<file path="config.mk">
export PLATFORM = sky130hd
export DESIGN_NAME = branch_call_skip_unit
export DESIGN_NICKNAME = d
export VERILOG_FILES = /design/src/cycle_counter.v /design/src/compare_flags.v /design/src/branch_call_skip_unit.v
export VERILOG_INCLUDE_DIRS = /design/src /design/src/common
export SDC_FILE = /design/constraint.sdc
export NUM_CORES = 1
export LEC_CHECK = 0
export ABC_AREA = 1
export ABC_CLOCK_PERIOD_IN_PS = 3500
export BUFFER_PORTS_ARGS = -buffer_cell sky130_fd_sc_hd__buf_2
export CORE_ASPECT_RATIO = 0.9
export CORE_UTILIZATION = 48
export CTS_BUF_LIST = sky130_fd_sc_hd__clkbuf_8 sky130_fd_sc_hd__clkbuf_16
export CTS_CLUSTER_SIZE = 20
export DETAILED_ROUTE_END_ITERATION = 16
export PLACE_DENSITY = 0.81
export SLEW_MARGIN = 15
export SYNTH_ARGS = -nofsm -noshare
export SYNTH_HDL_FRONTEND = slang
export SYNTH_SLANG_ARGS = --single-unit
</file>
<file path="constraint.sdc">
create_clock -name clock -period 3.5 [get_ports clock]
set_clock_uncertainty 0.15 [all_clocks]
set_input_delay 0.525 -clock clock [delete_from_list [all_inputs] [get_ports clock]]
set_output_delay 0.525 -clock clock [all_outputs]
set_load 0.005 [all_outputs]
</file>
<file path="src/common/flow_map.vh">
/*
 * constants for the program-flow unit: opcode groups, flag positions,
 * cycle counts, and the pc advance taken by skips.
 * assumes nothing; definitions only.
 */
`ifndef FLOW_MAP_VH
`define FLOW_MAP_VH

// operation codes presented on op_code
`define OP_NONE        5'h00
`define OP_RELATIVE_SUBROUTINE_CALL_REL   5'h01
`define OP_CALL_IND    5'h02
`define OP_CALL_ABS    5'h03
`define OP_RET_SUB     5'h04
`define OP_RET_INT     5'h05
`define OP_CMP_SKIP_EQ 5'h06
`define OP_CMP_REG     5'h07
`define OP_CMP_CARRY   5'h08
`define OP_CMP_IMM     5'h09
`define OP_SKIP_RB_CLR 5'h0A
`define OP_SKIP_RB_SET 5'h0B
`define OP_SKIP_IO_CLR 5'h0C
`define OP_SKIP_IO_SET 5'h0D
`define OP_BR_IDX_SET  5'h0E
`define OP_BR_IDX_CLR  5'h0F

// status flag bit positions
`define FLAG_C 3'h0
`define FLAG_Z 3'h1
`define FLAG_N 3'h2
`define FLAG_V 3'h3
`define FLAG_S 3'h4
`define FLAG_H 3'h5
`define FLAG_T 3'h6
`define FLAG_I 3'h7

// cycle cost of each operation
`define CYC_CALL_REL   3'h3
`define CYC_CALL_IND   3'h3
`define CYC_CALL_ABS   3'h4
`define CYC_RETURN     3'h4
`define CYC_ONE        3'h1
`define CYC_BR_TAKEN   3'h2
`define CYC_SKIP_ONE   3'h2
`define CYC_SKIP_TWO   3'h3

// pc advance for skips
`define SKIP_STEP_ONE  16'h0002
`define SKIP_STEP_TWO  16'h0003

`endif

</file>
<file path="src/cycle_counter.v">
/*
 * busy counter: holds the unit busy for one cycle fewer than the loaded count.
 * assumes load is a single-cycle pulse while not busy.
 */
`timescale 1ns/1ps
module cycle_counter (
    clock,
    sys_rst,
    load,
    count,
    busy,
    last
);
    input  wire       clock;
    input  wire       sys_rst;
    input  wire       load;
    input  wire [2:0] count;
    output wire       busy;
    output wire       last;

    reg [2:0] remain;

    always @(posedge clock) begin
        if (sys_rst) begin
            remain <= 3'h0;
        end else if (load) begin
            remain <= count - 3'h1;
        end else if (remain != 3'h0) begin
            remain <= remain - 3'h1;
        end
    end

    assign busy = (remain != 3'h0);
    assign last = (remain == 3'h1);
endmodule

</file>
<file path="src/compare_flags.v">
/*
 * subtract-only comparator: returns the flags of a - b - cin.
 * assumes combinational use; no result is stored anywhere.
 */
`timescale 1ns/1ps
module compare_flags (
    a,
    b,
    cin,
    keep_z,
    z_in,
    zero,
    negative,
    overflow,
    carry,
    half,
    equal
);
    input  wire [7:0] a;
    input  wire [7:0] b;
    input  wire       cin;
    input  wire       keep_z;
    input  wire       z_in;
    output wire       zero;
    output wire       negative;
    output wire       overflow;
    output wire       carry;
    output wire       half;
    output wire       equal;

    wire [8:0] diff;

    assign diff     = {1'b0, a} - {1'b0, b} - {8'h00, cin};
    // with carry in, zero only stays set if it was already set
    assign zero     = (diff[7:0] == 8'h00) & (~keep_z | z_in);
    assign negative = diff[7];
    assign overflow = (a[7] & ~b[7] & ~diff[7]) | (~a[7] & b[7] & diff[7]);
    assign carry    = (~a[7] & b[7]) | (b[7] & diff[7]) | (diff[7] & ~a[7]);
    assign half     = (~a[3] & b[3]) | (b[3] & diff[3]) | (diff[3] & ~a[3]);
    assign equal    = (a == b);
endmodule

</file>
<file path="src/branch_call_skip_unit.v">
/*
 * program-flow unit of an 8-bit core: calls, returns, compares, skips
 * and conditional relative branches, with their cycle costs.
 * assumes decode presents one operation per op_valid pulse with its
 * operands already fetched, and that the stack and fetch path accept
 * push/pop strobes in the cycle they are given.
 */

`timescale 1ns/1ps
`include "flow_map.vh"
module branch_call_skip_unit (
    clock,
    sys_rst,
    op_valid,
    op_code,
    op_ready,
    pc_in,
    rel_offset,
    abs_target,
    z_pointer,
    flag_index,
    reg_a,
    reg_b,
    imm_value,
    bit_select,
    io_value,
    next_is_two_word,
    flags_in,
    stack_data,
    stack_push,
    stack_pop,
    push_data,
    pc_load,
    pc_out,
    flags_we,
    flags_out,
    done
);
    input  wire        clock;
    input  wire        sys_rst;
    input  wire        op_valid;
    input  wire [4:0]  op_code;
    output wire        op_ready;
    input  wire [15:0] pc_in;
    input  wire [11:0] rel_offset;
    input  wire [15:0] abs_target;
    input  wire [15:0] z_pointer;
    input  wire [2:0]  flag_index;
    input  wire [7:0]  reg_a;
    input  wire [7:0]  reg_b;
    input  wire [7:0]  imm_value;
    input  wire [2:0]  bit_select;
    input  wire [7:0]  io_value;
    input  wire        next_is_two_word;
    input  wire [7:0]  flags_in;
    input  wire [15:0] stack_data;
    output reg         stack_push;
    output reg         stack_pop;
    output reg  [15:0] push_data;
    output reg         pc_load;
    output reg  [15:0] pc_out;
    output reg         flags_we;
    output reg  [7:0]  flags_out;
    output reg         done;

    localparam ST_IDLE = 2'h0;
    localparam ST_BUSY = 2'h1;
    localparam ST_POP  = 2'h2;

    reg  [1:0]  state;
    reg  [1:0]  next_state;
    reg  [2:0]  cost;
    reg         jump;
    reg  [15:0] target;
    reg         push;
    reg         pop;
    reg         wr_flags;
    reg  [7:0]  new_flags;
    reg         is_ret_int;
    reg         ret_int_pending;
    reg         skip_cond;
    reg         branch_cond;
    reg         cmp_op;
    reg  [7:0]  cmp_b;

    wire        start;
    wire        busy;
    wire        last;
    wire [15:0] rel_target;
    wire [15:0] skip_target;
    wire [2:0]  skip_cost;
    wire [15:0] ret_addr;
    wire        c_zero;
    wire        c_neg;
    wire        c_ovf;
    wire        c_carry;
    wire        c_half;
    wire        c_equal;

    assign op_ready    = (state == ST_IDLE) & ~busy;
    assign start       = op_valid & op_ready;
    // 12-bit signed offset is sign extended; pc wraps at 16 bits
    assign rel_target  = pc_in + {{4{rel_offset[11]}}, rel_offset} + 16'h0001;
    assign skip_target = pc_in + (next_is_two_word ? `SKIP_STEP_TWO : `SKIP_STEP_ONE);
    assign skip_cost   = next_is_two_word ? `CYC_SKIP_TWO : `CYC_SKIP_ONE;
    // absolute call is two words long, so its return lands one further
    assign ret_addr    = pc_in + ((op_code == `OP_CALL_ABS) ? 16'h0002 : 16'h0001);

    compare_flags u_cmp (
        .a        (reg_a),
        .b        (cmp_b),
        .cin      ((op_code == `OP_CMP_CARRY) & flags_in[`FLAG_C]),
        .keep_z   (op_code == `OP_CMP_CARRY),
        .z_in     (flags_in[`FLAG_Z]),
        .zero     (c_zero),
        .negative (c_neg),
        .overflow (c_ovf),
        .carry    (c_carry),
        .half     (c_half),
        .equal    (c_equal)
    );

    // one counter serves every multi-cycle op, since ops never overlap
    cycle_counter u_cnt (
        .clock   (clock),
        .sys_rst (sys_rst),
        .load    (start),
        .count   (cost),
        .busy    (busy),
        .last    (last)
    );

    // branch family: indexed flag, and all named conditions map onto it
    always @* begin
        branch_cond = flags_in[flag_index];
        if (flag_index == `FLAG_S) begin
            // signed compare uses N xor V rather than a stored sign bit
            branch_cond = flags_in[`FLAG_N] ^ flags_in[`FLAG_V];
        end
    end

    always @* begin
        cost       = `CYC_ONE;
        jump       = 1'b0;
        target     = pc_in;
        push       = 1'b0;
        pop        = 1'b0;
        wr_flags   = 1'b0;
        new_flags  = flags_in;
        is_ret_int = 1'b0;
        skip_cond  = 1'b0;
        cmp_op     = 1'b0;
        cmp_b      = (op_code == `OP_CMP_IMM) ? imm_value : reg_b;
        case (op_code)
            `OP_RELATIVE_SUBROUTINE_CALL_REL: begin
                cost   = `CYC_CALL_REL;
                jump   = 1'b1;
                target = rel_target;
                push   = 1'b1;
            end
            `OP_CALL_IND: begin
                cost   = `CYC_CALL_IND;
                jump   = 1'b1;
                target = z_pointer;
                push   = 1'b1;
            end
            `OP_CALL_ABS: begin
                cost   = `CYC_CALL_ABS;
                jump   = 1'b1;
                target = abs_target;
                push   = 1'b1;
            end
            `OP_RET_SUB: begin
                cost = `CYC_RETURN;
                pop  = 1'b1;
            end
            `OP_RET_INT: begin
                cost       = `CYC_RETURN;
                pop        = 1'b1;
                is_ret_int = 1'b1;
            end
            `OP_CMP_SKIP_EQ: skip_cond = c_equal;
            `OP_CMP_REG, `OP_CMP_CARRY, `OP_CMP_IMM: cmp_op = 1'b1;
            `OP_SKIP_RB_CLR: skip_cond = ~reg_a[bit_select];
            `OP_SKIP_RB_SET: skip_cond = reg_a[bit_select];
            `OP_SKIP_IO_CLR: skip_cond = ~io_value[bit_select];
            `OP_SKIP_IO_SET: skip_cond = io_value[bit_select];
            `OP_BR_IDX_SET: begin
                if (branch_cond) begin
                    cost   = `CYC_BR_TAKEN;
                    jump   = 1'b1;
                    target = rel_target;
                end
            end
            `OP_BR_IDX_CLR: begin
                if (~branch_cond) begin
                    cost   = `CYC_BR_TAKEN;
                    jump   = 1'b1;
                    target = rel_target;
                end
            end
            default: begin
                cost = `CYC_ONE;
            end
        endcase
        // skips leave wr_flags low, so no flag moves
        if (skip_cond) begin
            cost   = skip_cost;
            jump   = 1'b1;
            target = skip_target;
        end
        if (cmp_op) begin
            // result is discarded, only flags are written
            wr_flags            = 1'b1;
            new_flags[`FLAG_Z]  = c_zero;
            new_flags[`FLAG_N]  = c_neg;
            new_flags[`FLAG_V]  = c_ovf;
            new_flags[`FLAG_C]  = c_carry;
            new_flags[`FLAG_H]  = c_half;
            new_flags[`FLAG_S]  = c_neg ^ c_ovf;
        end
    end

    // a one-cycle op never leaves idle
    always @* begin
        next_state = state;
        case (state)
            ST_IDLE: begin
                if (start && cost != `CYC_ONE) begin
                    next_state = pop ? ST_POP : ST_BUSY;
                end
            end
            ST_BUSY, ST_POP: begin
                if (last) begin
                    next_state = ST_IDLE;
                end
            end
            default: next_state = ST_IDLE;
        endcase
    end

    // strobes default low so each lasts exactly one cycle
    always @(posedge clock) begin
        if (sys_rst) begin
            state           <= ST_IDLE;
            stack_push      <= 1'b0;
            stack_pop       <= 1'b0;
            push_data       <= 16'h0000;
            pc_load         <= 1'b0;
            pc_out          <= 16'h0000;
            flags_we        <= 1'b0;
            flags_out       <= 8'h00;
            done            <= 1'b0;
            ret_int_pending <= 1'b0;
        end else begin
            state      <= next_state;
            stack_push <= 1'b0;
            stack_pop  <= 1'b0;
            pc_load    <= 1'b0;
            flags_we   <= 1'b0;
            done       <= 1'b0;
            if (start) begin
                stack_push <= push;
                // return address is the word after the call itself
                push_data  <= ret_addr;
                stack_pop  <= pop;
                ret_int_pending <= is_ret_int;
                pc_load    <= jump;
                pc_out     <= target;
                flags_we   <= wr_flags;
                flags_out  <= new_flags;
                done       <= (cost == `CYC_ONE);
            end
            if (state == ST_POP && last) begin
                // stack word sampled on the final cycle of a return
                pc_load   <= 1'b1;
                pc_out    <= stack_data;
                if (ret_int_pending) begin
                    flags_we  <= 1'b1;
                    flags_out <= flags_in | (8'h01 << `FLAG_I);
                end
            end
            if (state != ST_IDLE && last) begin
                done <= 1'b1;
            end
        end
    end
endmodule

</file>
**Word-level counts from Yosys, hierarchy flattened**

Cells that the tools add are included.

- Muxes and demuxes: 48
- Eq/ne operators: 24
- Magnitude comparators: 2
- Add/sub/neg operators: 8
- Reductions and logical operators: 17
- Bitwise operators: 30

Operator list:

| cell | count |
|---|---|
| 16-bit two-way mux | 5 |
| 16-bit one-hot mux with 5 select lines | 1 |
| 5-bit by 4-bit equality test with 1-bit output (second input constant) | 8 |
| 16-bit by 2-bit adder with 16-bit output | 2 |
| 8-bit two-way mux | 4 |
| 1-bit two-way mux | 21 |
| 5-bit by 3-bit equality test with 1-bit output (second input constant) | 4 |
| 16-bit by 1-bit adder with 16-bit output (second input constant) | 1 |
| 16-bit adder | 1 |
| 1-bit bitwise AND | 13 |
| 2-bit two-way mux | 6 |
| 3-bit one-hot mux with 4 select lines | 1 |
| 5-bit by 2-bit equality test with 1-bit output (second input constant) | 2 |
| 1-bit binary-select mux with 3-bit select | 3 |
| 3-bit two-way mux | 3 |
| 1-bit NOT | 9 |
| 3-bit OR reduction | 3 |
| 8-bit equality test | 1 |
| 8-bit logical NOT | 1 |
| 3-bit by 4-bit < comparator with 1-bit output (second input constant) | 2 |
| 2-bit OR reduction | 4 |
| 8-bit by 1-bit subtractor with 8-bit output | 1 |
| 8-bit subtractor | 1 |
| 3-bit by 1-bit equality test with 1-bit output (second input constant) | 2 |
| other kinds (19) | 30 |

- Register bits after elaboration: 51
- Output and inout port bits: 46
- Word-level logic and storage cells: 140
- Input port bits: 131

**Depth between registers and ports, before layout**

Gate-level depths: netlist (run 1).

- Word-level depth: 12
- Mapped depth: 24
- Gate-level depth less buffers: 23

**By module**

A second synthesis (run 1) with hierarchy kept.

- Cells, all modules: 881
- Area total of the unflattened synthesis: 5547.8 um2

Modules (own cells, without submodules):

| module | cells each | times used | seq. area each (um2) | area an instance (um2) |
|---|---|---|---|---|
| branch_call_skip_unit | 720 | 1 | 960.9 | 4606.9 |
| compare_flags | 121 | 1 | 0.0 | 680.7 |
| cycle_counter | 40 | 1 | 60.1 | 260.2 |

**Worst setup path before layout (run 1)**

No wires, ideal clock.

- Path type: in2reg
- Start point: input port op_code[4]
- End point: register state[1]
- Cell stages on the path: 22
- Path buffers: 2
- Arrival: 3191 ps
- Setup time: 134 ps
- Data required time: 3216 ps
- Path slack: 25 ps
- Path through: nor2_2 > nand3_2 > buf_6 > or2_2 > o21ai_0 > inv_1 > ha_1 > nand4_1 > nor3_1 > nand2_1 > inv_1 > nand2_4 > nand2_8 > buf_6 > nor4_1 > ha_1 > nand3_1 > nand2_1 > a22o_1 > nor3_1 > a21oi_1 > nor2_1

- Longest elaborated chain between the ends: 9
- Elaborated cells between the ends (all ways): 29
- Those cells by class: eq/ne: 16; mux: 8; reduce/logical: 5

Ends and longest elaborated chain:

| item | line | source |
|---|---|---|
| start, declared | branch_call_skip_unit.v:42 | `input wire [4:0] op_code;` |
| 5-bit by 4-bit equality test with 1-bit output | n/a |  |
| 8-bit two-way mux | branch_call_skip_unit.v:153 | `` cmp_b = (op_code == `OP_CMP_IMM) ? imm_value : reg_b; `` |
| 8-bit equality test | compare_flags.v:40 | `assign equal = (a == b);` |
| 1-bit one-hot mux with 5 select lines | branch_call_skip_unit.v:154 | `case (op_code)` |
| 3-bit two-way mux | branch_call_skip_unit.v:207 | `if (skip_cond) begin` |
| 3-bit by 1-bit inequality test with 1-bit output (no source line) | n/a |  |
| 1-bit logical AND (no source line) | n/a |  |
| 2-bit by 1-bit inequality test with 1-bit output (no source line) | n/a |  |
| 2-bit AND reduction (no source line) | n/a |  |
| end signal, assigned | branch_call_skip_unit.v:256 | `state <= next_state;` |
| end, declared | branch_call_skip_unit.v:70 | `reg [1:0] state;` |

Parallel ways exist; a longest one is shown, timed or not. The select of a mux whose other input is x is not followed.
A chain may end at the register's enable or synchronous reset.

**Worst setup path in the final report (run 1)**

- Start point: input port op_code[1]
- End point: register state[1]

The elaborated chain is that of the path after synthesis.

==> results of run 1 <==
-- per-stage QoR --
step / util / power (uW) / cell area, sq um / setup slack (ns)
after global routing: 0.610 / 2780 / 6680 / 0.0354
after detailed placement: 0.593 / 2000 / 6490 / -0.100
after CTS: 0.609 / 2560 / 6670 / 0.203
final: 0.610 / 2580 / 6680 / 0.261
after global placement: 0.593 / 1980 / 6490 / 0.0557
after floorplan: - / 1590 / 5450 / 0.0252
-- layout make-up --
class,count,area [sq um],share of cell area
multi-input combinational,661,3830,0.573
clock buffer,5,125,0.0187
tap,152,190,0.0285
timing repair buffer,192,1000,0.150
inverter,123,464,0.0695
clock inverter,3,46.3,0.00693
sequential,51,1020,0.153
-- kinds of logic (layout without fill, tap and decap cells) --
family / Yosys count / in the layout / synth area share
AOI/OAI and AO/OA: 185 / 185 / 0.221
and+or+nand+nor: 401 / 401 / 0.324
xor gates and xnor gates: 31 / 31 / 0.0499
adders and majority gates: 44 / 44 / 0.107
DFF: 51 / 51 / 0.187
buffers and inverters: 148 / 323 / 0.112
-- flip-flops by register name, indices dropped and copies added, names as in the netlist --
name             flops
done                 1
pc_out              16
push_data           16
u_cnt.remain         3
state                2
flags_we             1
flags_out            8
stack_push           1
ret_int_pending      1
pc_load              1
stack_pop            1
-- path summary, 6_finish.rpt --
path | start | to | slack (ns) | cells after the start
setup / recovery | op_code[1] | state[1]$_SDFFE_PP0P_ | 0.26 | 23
setup reg to reg | u_cnt.remain[0]$_SDFFE_PP0P_ | push_data[13]$_SDFFE_PP0P_ | 1.00 | 9
hold / removal | pc_out[7]$_SDFFE_PP0P_ | pc_out[7]$_SDFFE_PP0P_ | 0.32 | 2
hold reg to reg | pc_out[7]$_SDFFE_PP0P_ | pc_out[7]$_SDFFE_PP0P_ | 0.32 | 2
-- routing by layer --
| layer | routed length, um | part of all wire | vias up | global-route usage |
|---|---|---|---|---|
| li1 | - | - | 3190 | - |
| met1 | 8050 | 0.48 | 2723 | 0.409 |
| met2 | 6890 | 0.41 | 270 | 0.436 |
| met3 | 1370 | 0.083 | 21 | 0.0247 |
| met4 | 301 | 0.018 | 0 | 0.0849 |
| met5 | 0 | 0 | - | 0 |
-- cells in the final DEF (no fill, tap or decap), types with 5 or more instances in the layout --
cell,count
a21o_1,5
a21oi_1,63
a21oi_2,19
a22o_1,28
a31oi_1,5
buf_2,176
buf_4,16
clkbuf_16,5
dfxtp_1,51
ha_1,40
inv_1,116
nand2_1,214
nand2_2,5
nand3_1,58
nand3b_1,6
nand4_1,11
nor2_1,76
nor2_2,6
o211ai_1,5
o21ai_0,37
xnor2_1,6
xor2_1,25
-- power groups by stage --
stage	Clock, uW	Sequential (uW)	Combinational [uW]
after floorplan	0	786	804
after global placement	0	780	1200
after detailed placement	0	782	1220
after CTS	573	770	1220
after global routing	597	785	1400
final	571	771	1230
-- what timing repair did --
item	CTS	global route
gates resized for setup	0	2
buffers inserted	0	0
setup endpoints to repair	0	2
-- worst min-delay path, cell delays in order (launching register included) --
cell and delay (ns):
dfxtp_1 0.31, nand2_1 0.06, a21oi_1 0.06
==> summary.md, run 1 <==
| Metric | Value |
|---|---|
| Worst path most repeated cell | `nor2_1` |
| Crit path buf inv count | `4` |
| LEAKAGE | `roughly 0.0035 uW` |
| IO buf count | `approximately 180` |
| Initial antenna violation count | `0` |
| Syn Nets | `1,035` |
| Sequential element share of the synthesized area | `0.187` |
| Top cells by area, synth | `dfxtp_1 (19%), nand2_1 (15%), ha_1 (9.2%)` |
| Predominant post-synthesis flop cell | `dfxtp_1` |
| Post-synth top area share | `0.187` |
| Die W | `114 um` |
| Fillers | `~1.1k` |
| Logic pwr share | `0.479` |
| Fin. max-slew vios | `0` |
| CTS buffer count | `5` |
| Wire length per cell | `between 10 and 15 um` |
| Io pins | `about 180` |
| Fin crit share | `0.925` |
| Tmin final | `3.24 ns` |
| Number of synthesized register bits | `between 50 and 60` |
| # hold bufs at CTS | `0` |
| Total wire length | `16,600 um` |
| Vias | `6,204` |
| Grt ovf | `0` |
| Min-Delay Path Class | `reg -> reg` |
| Placer Congestion | `0.976` |
| DR DRC count | `0` |
| Sequential share of power | `0.299` |
| Outcome | `finished clean` |
| Final antenna-violating net count | `0` |
| Crit path max fanout | `4` |
| Mapped Cells | `860` |
| Row count | `36` |
| Max-cap violations | `0` |
| Part of the power in the clock network | `0.222` |
| Number of DRC markers in iteration 0 | `around 350` |
| Top cells by count, synth | `nand2_1 (214), inv_1 (116), nor2_1 (76), a21oi_1 (63), nand3_1 (58)` |
| Post-synth cell types | `52` |
| First-pass GRT wire length | `26,200 um` |
| # diodes | `0` |
| Crit end category | `register` |
| Layout Nets | `1,209` |
| Crit path max-delay cell type | `ha_1` |
| CTS max path bufs | `2` |
| Cell breakdown of the critical path | `buf_2 > nor2_4 > nand3_2 > or2_2 > o21ai_0 > inv_1 > ha_1 > nand4_1 > nor3_2 > nand2_1 > inv_1 > nand2_4 > nand2_8 > inv_4 > nor2_1 > nor2_1 > ha_1 > nand3_1 > nand2_1 > a22o_1 > nor3_1 > a21oi_1 > nor2_1` |
| WS Path Type | `in -> reg` |
| Vias in the first global route | `approximately 5.6k` |
| HPWL after DPL | `between 10,000 and 15,000 um` |
| Worst EP required | `between 3 and 4 ns` |
| Die height | `about 100 um` |
| CTS sink count | `about 50` |
| Pwr per Cell Area | `386 mW/mm^2` |
| Worst-Margin Slew | `roughly 0.73 ns` |
| Fmax | `about 0.31 GHz` |
| DR pass1 iterations | `4` |
| Synth Warn # | `0` |
| Worst path max stage delay | `around 0.32 ns` |
| GRT Total Usage | `0.280` |
| Internal | `roughly 1500 uW` |
| Post-synth EDFFs | `0` |
| Most common cell in the netlist | `nand2_1` |
| CTS tree | `done` |
| Switching Power | `between 1000 and 1500 uW` |
| Sw frac | `0.401` |
| Setup tns final | `0 ns` |
| Biggest area consumer among synthesized cells | `dfxtp_1` |
| Max IR drop VDD | `between 200 and 250 uV` |
| Via-per-instance ratio | `about 5.2` |
| Layout area overhead | `22.6%` |
| Asr flop ratio synth | `0` |
| Inst Count DP | `1,179` |
| H-tree depth | `2` |
| Worst hold margin | `~0.32 ns` |
| Clock latency at the later pin of the worst-skew pair | `roughly 0.29 ns` |
| Non-Filler Instances | `1,187` |
| Initial core utilization | `0.498` |
| Mean area per synthesized cell | `roughly 6.3 sq um` |
| Pin count of the biggest net entering global routing | `28` |
| RSZ-0062 raised after global routing | `false` |
| Clock Tree Root | `clkbuf_16` |
| Final setup violation count | `0` |
| WP data arrival | `3.32 ns` |
| Die area | `between 0.01 and 0.015 sq mm` |
| Max-slew headroom | `0.511` |
| Core box area | `roughly 0.011 sq mm` |
| CP Launch Type | `primary input` |
| Share of layout cells above drive strength 1 | `0.243` |
| Final Hold Vio Count | `0` |
| Worst-path clk slew | `0.07 ns` |
| Mapped Area | `between 0.005 and 0.006 sq mm` |
| Delay-heaviest family, CP | `simple AND/OR/NAND/NOR gates` |
Power figures use the tool's default switching activity.
==> inputs of run 2 (changes only) <==
Settings changed: PLACE_DENSITY 0.81 to 0.79.
==> summary.md, run 2 (synthesis results as in run 1) <==
| Metric | Value |
|---|---|
| RSZ-0062 raised after global routing | `true` |
| Wire length per cell | `13.9 um (-0.62%)` |
| IO buf count | `176 (unchanged)` |
| CP Launch Type | `primary input` |
| Initial antenna violation count | `0 (unchanged)` |
| Die area | `0.0118 sq mm (unchanged)` |
| Commonest non-fill, non-tap cell in the layout | `nand2_1` |
| Via-per-instance ratio | `5.30 (+1.5%)` |
| Final Hold Vio Count | `0 (unchanged)` |
| Fin. max-slew vios | `0 (unchanged)` |
| Grt ovf | `0 (unchanged)` |
| Max-slew headroom | `0.502 (-0.00957)` |
| Crit path max fanout | `4 (unchanged)` |
| # hold bufs at CTS | `0 (unchanged)` |
| H-tree depth | `2 (unchanged)` |
| HPWL after DPL | `13,400 um (-1.5%)` |
| Max IR drop VDD | `247 uV (+15%)` |
| Core box area | `0.0109 sq mm (unchanged)` |
| Crit end category | `register` |
| Die W | `114 um (unchanged)` |
| Clock Tree Root | `clkbuf_16` |
| Die height | `103 um (unchanged)` |
| CTS sink count | `51 (unchanged)` |
| Logic pwr share | `0.493 (+0.014)` |
| Fin crit share | `0.931 (+0.00533)` |
| R2r setup slk | `0.78 ns (-0.22 ns)` |
| Layout Utilization | `0.609 (-0.000800)` |
| CTS tree | `done` |
| Vias in the first global route | `5,477 (-1.4%)` |
| Placer Congestion | `0.960 (-1.6%)` |
| Regs by FF count | `pc_out (16), push_data (16), flags_out (8)` |
| Worst-Margin Slew | `0.746 ns (+0.0143 ns)` |
| Max-cap violations | `0 (unchanged)` |
| Switching Power | `1050 uW (+1.3%)` |
| Number of DRC markers in iteration 0 | `563 (+62%)` |
| Setup Buffers After CTS | `0 (unchanged)` |
| Internal | `1480 uW (-4.3%)` |
| Final antenna-violating net count | `0 (unchanged)` |
| DR DRC count | `0 (unchanged)` |
| Worst EP required | `3.51 ns (-0.07 ns)` |
| Min-Delay Path Class | `reg -> reg` |
| Final setup violation count | `0 (unchanged)` |
| WS Path Type | `in -> reg` |
| First-pass GRT wire length | `26,200 um (-0.31%)` |
| Share of layout cells above drive strength 1 | `0.244 (+0.000730)` |
| Part of the power in the clock network | `0.201 (-0.021)` |
| Sw frac | `0.414 (+0.0136)` |
| DR pass1 iterations | `5 (+1)` |
| Fmax | `0.307 GHz (-0.57%)` |
| WP data arrival | `3.27 ns (-0.05 ns)` |
| GRT Total Usage | `0.277 (-0.00294)` |
| Most frequent cells in the layout | `nand2_1 (214), buf_2 (176), inv_1 (116)` |
| Sequential share of power | `0.305 (+0.006)` |
| Layout Nets | `1,210 (+0.083%)` |
| Pwr per Cell Area | `379 mW/mm^2 (-1.9%)` |
| Outcome | `finished clean` |
| Initial core utilization | `0.498 (unchanged)` |
| Layout area overhead | `22.4%` |
| Total wire length | `16,500 um (-0.45%)` |
| Pin count of the biggest net entering global routing | `28 (unchanged)` |
| Tmin final | `3.26 ns (+0.0187 ns)` |
| CTS buffer count | `5 (unchanged)` |
| Row count | `36 (unchanged)` |
| Clock latency at the later pin of the worst-skew pair | `0.29 ns (about the same)` |
| CTS max path bufs | `2 (unchanged)` |
| Vias | `6,307 (+1.7%)` |
| Io pins | `177 (unchanged)` |
| Design Power | `2520 uW (-2.0%)` |
| LEAKAGE | `0.00352 uW (about the same)` |
| Worst-path clk slew | `0.07 ns (about the same)` |
-- run 2: cell types whose count changed in the layout (fill, tap and decap cells not counted), sizes merged --
cell	before	now
buf	192	193
diode	0	1
clkinv	2	3
bufinv	1	0
-- run 2: power by group through the flow --
stage | logic (uW) | clock network [uW] | registers [uW]
after floorplan | 804 | 0 | 786
after global placement | 1200 | 0 | 780
after global routing | 1410 | 527 | 784
after CTS | 1230 | 514 | 769
final | 1250 | 508 | 770
after detailed placement | 1220 | 0 | 782
-- run 2: routing by layer --
layer / vias to the layer above / GRT usage / share of wire
li1: 3191 / - / -
met1: 2806 / 0.412 / 0.48
met2: 288 / 0.435 / 0.42
met3: 22 / 0.0200 / 0.083
met4: 0 / 0.0649 / 0.012
met5: - / 0 / 0
-- run 2: repair_timing --
action / CTS / global route
setup endpoints to repair: 0 / 2
hold endpoints to repair: 0 / 0
gates resized for setup: 0 / 2
-- run 2: worst paths after layout --
check,startpoint,endpoint,cells past startpoint
hold reg to reg,flags_out[7]$_SDFF_PP0_,flags_out[7]$_SDFF_PP0_,2
hold / removal,flags_out[7]$_SDFF_PP0_,flags_out[7]$_SDFF_PP0_,2
setup reg to reg,u_cnt.remain[0]$_SDFFE_PP0P_,ret_int_pending$_SDFFE_PP0P_,11
setup / recovery,op_code[1],state[1]$_SDFFE_PP0P_,22
-- run 2: final cells by class --
type	count	area, sq um
Fill cell	1102	4280
Tap cell	152	190
Clock buffer	5	125
Inverter	123	464
Clock inverter	3	27.5
Antenna cell	1	2.50
Sequential cell	51	1020
Timing Repair Buffer	193	1010
Multi-Input combinational cell	661	3830
-- run 2: critical path, stage by stage --
cell	delay (ns)
buf_2	0.12
nor2_4	0.15
nand3_2	0.09
or2_2	0.27
o21ai_0	0.11
inv_1	0.09
ha_1	0.31
nand4_1	0.11
nor3_1	0.19
nand2_1	0.07
inv_1	0.09
nand2_4	0.07
nand2_8	0.08
inv_4	0.03
nor2_1	0.08
nor2_1	0.07
ha_1	0.17
nand3_1	0.11
nand2_1	0.06
a22o_1	0.22
a21oi_1	0.16
nor2_1	0.05
-- run 2: stage by stage --
step	hold WS [ns]	std cells	TNS, ns	cell area, sq um	setup WS [ns]
2_1_floorplan	0.312	860	0	5450	0.0252
3_3_place_gp	0.301	1180	0	6500	0.0503
3_5_place_dp	0.307	1180	-0.0646	6500	-0.0541
4_1_cts	0.319	1188	0	6650	0.243
5_1_grt	0.336	1188	-0.0212	6670	-0.0212
6_report	0.318	1189	0	6670	0.243
==> inputs of run 3 (changes only) <==
Settings changed: REMOVE_ABC_BUFFERS from default to 1.
==> summary.md, run 3 (synthesis results as in run 1) <==
| Metric | Value |
|---|---|
| Most frequent cells in the layout | `nand2_1 (214), buf_2 (176), inv_1 (117)` |
| Outcome | `finished clean` |
| WP data arrival | `3.26 ns (about the same)` |
| Register area | `0.00102 sq mm (unchanged)` |
| WHS Endpoint | `pc_out[3]$_SDFFE_PP0P_` |
| Hold Path Origin | `pc_out[3]$_SDFFE_PP0P_` |
| Multi-input logic area | `0.00383 sq mm (unchanged)` |
| Commonest non-fill, non-tap cell in the layout | `nand2_1` |
| Final Hold Vio Count | `0 (unchanged)` |
| CTS max path bufs | `2 (unchanged)` |
| Grt ovf | `0 (unchanged)` |
| IO buf count | `176 (unchanged)` |
| HPWL after DPL | `13,600 um (+1.6%)` |
| Vias | `6,309 (+0.032%)` |
| H-tree depth | `2 (unchanged)` |
| Share of layout cells above drive strength 1 | `0.243 (-0.000965)` |
| Layout area overhead | `23.1%` |
| Die height | `103 um (unchanged)` |
| Regs by FF count | `pc_out (16), push_data (16), flags_out (8)` |
| Initial core utilization | `0.498 (unchanged)` |
| Core box area | `0.0109 sq mm (unchanged)` |
| Clock latency at the later pin of the worst-skew pair | `0.29 ns (about the same)` |
| Worst setup margin | `0.259 ns (+0.0164 ns)` |
| Max-slew headroom | `0.492 (-0.00956)` |
| Crit end category | `register` |
| Fin. max-slew vios | `0 (unchanged)` |
| Design Power | `2640 uW (+4.7%)` |
| Initial antenna violation count | `1 (+1)` |
| Register-to-Register Path Depth | `11 (unchanged)` |
| Min-Delay Path Class | `reg -> reg` |
| Final setup violation count | `0 (unchanged)` |
| GRT Total Usage | `0.280 (+0.00334)` |
| Tmin final | `3.24 ns (-0.0164 ns)` |
| CTS sink count | `51 (unchanged)` |
| CTS tree | `done` |
| Worst setup path startpoint | `op_code[1]` |
| Fin crit share | `0.926 (-0.00467)` |
| Wire length per cell | `14.0 um (+0.80%)` |
| DR pass1 iterations | `5 (unchanged)` |
| WS Path Type | `in -> reg` |
| Vias in the first global route | `5,534 (+1.0%)` |
| Crit path max fanout | `4 (unchanged)` |
| Placer Congestion | `0.921 (-4.1%)` |
| DR DRC count | `0 (unchanged)` |
| CP Launch Type | `primary input` |
| Hold Crit Depth | `2 (unchanged)` |
| Worst-path clk slew | `0.06 ns (about the same)` |
| First-pass GRT wire length | `26,300 um (+0.66%)` |
| R2r setup slk | `1.07 ns (+0.29 ns)` |
| Pin count of the biggest net entering global routing | `31 (+11%)` |
| LEAKAGE | `0.00354 uW (+0.66%)` |
| Non-Filler Instances | `1,189 (unchanged)` |
| Pwr per Cell Area | `394 mW/mm^2 (+4.1%)` |
| FF-to-FF Start | `u_cnt.remain[0]$_SDFFE_PP0P_` |
| Worst EP required | `3.52 ns (about the same)` |
| Number of DRC markers in iteration 0 | `458 (-19%)` |
| Total wire length | `16,700 um (+0.80%)` |
| Max IR drop VDD | `306 uV (+24%)` |
| Worst hold margin | `0.312 ns (-0.00636 ns)` |
| Final antenna-violating net count | `0 (unchanged)` |
| Row count | `36 (unchanged)` |
| CTS buffer count | `5 (unchanged)` |
| Layout Nets | `1,210 (unchanged)` |
| Setup tns final | `0 ns (unchanged)` |
| Worst-Margin Slew | `0.761 ns (+0.0143 ns)` |
| Max-cap violations | `0 (unchanged)` |
| Fmax | `0.309 GHz (+0.50%)` |
| Via-per-instance ratio | `5.31 (about the same)` |
| Io pins | `177 (unchanged)` |
| FF-to-FF End | `pc_out[2]$_SDFFE_PP0P_` |
| # hold bufs at CTS | `0 (unchanged)` |
| Die W | `114 um (unchanged)` |
| Fillers | `1,107 (+0.45%)` |
| Inst Count DP | `1,180 (unchanged)` |
| Clock Tree Root | `clkbuf_16` |
| Die area | `0.0118 sq mm (unchanged)` |
| Pre-CTS setup slack | `0.00288 ns (+0.0570 ns)` |
==> run 3: layout make-up <==
type | count | area share
Sequential cell | 51 | 0.152
Timing Repair Buffer | 193 | 0.150
Clock buffer | 5 | 0.0187
Antenna cell | 1 | 0.000373
Multi-Input combinational cell | 661 | 0.571
Tap cell | 152 | 0.0284
Clock inverter | 3 | 0.00952
Inverter | 123 | 0.0692
==> run 3: how the worst max path moves through the flow <==
stage | cells past startpoint | to
finish | 22 | state[1]$_SDFFE_PP0P_
detailed placement | 21 | state[1]$_SDFFE_PP0P_
floorplan | 22 | state[1]$_SDFFE_PP0P_
global placement | 23 | state[1]$_SDFFE_PP0P_
CTS | 21 | state[1]$_SDFFE_PP0P_
global route | 23 | state[1]$_SDFFE_PP0P_
==> run 3: what timing repair did <==
| item | CTS | global route |
|---|---|---|
| buffers inserted | 0 | 0 |
| endpoints found under the setup margin | 0 | 1 |
| gates resized for setup | 0 | 2 |
==> run 3: critical path, cell delays in order <==
cell and delay, ns:
buf_2 0.12, nor2_4 0.13, nand3_2 0.07, or2_2 0.27, o21ai_0 0.11, inv_1 0.09
ha_1 0.31, nand4_1 0.11, nor3_1 0.20, nand2_1 0.08, inv_1 0.09, nand2_4 0.07
nand2_8 0.09, inv_4 0.03, nor2_1 0.07, nor2_1 0.08, ha_1 0.18, nand3_1 0.11
nand2_1 0.06, a22o_1 0.23, a21oi_1 0.18, nor2_1 0.05
==> run 3: stage by stage <==
stage | area (sq um) | utilization
after detailed placement | 6500 | 0.594
after global placement | 6500 | 0.594
final | 6700 | 0.612
after floorplan | 5300 | -
after global routing | 6700 | 0.612
after CTS | 6690 | 0.611
==> run 3: per-layer routing <==
layer / vias to the layer above / track usage / part of all wire
met2: 285 / 0.447 / 0.43
met1: 2794 / 0.404 / 0.47
met4: 0 / 0.0929 / 0.026
met3: 32 / 0.0165 / 0.073
met5: - / 0 / 0
li1: 3198 / - / -
==> run 3: where the power goes <==
part	internal, uW	switching (uW)
Sequential	706	62.6
Clock	407	215
Combinational	507	744
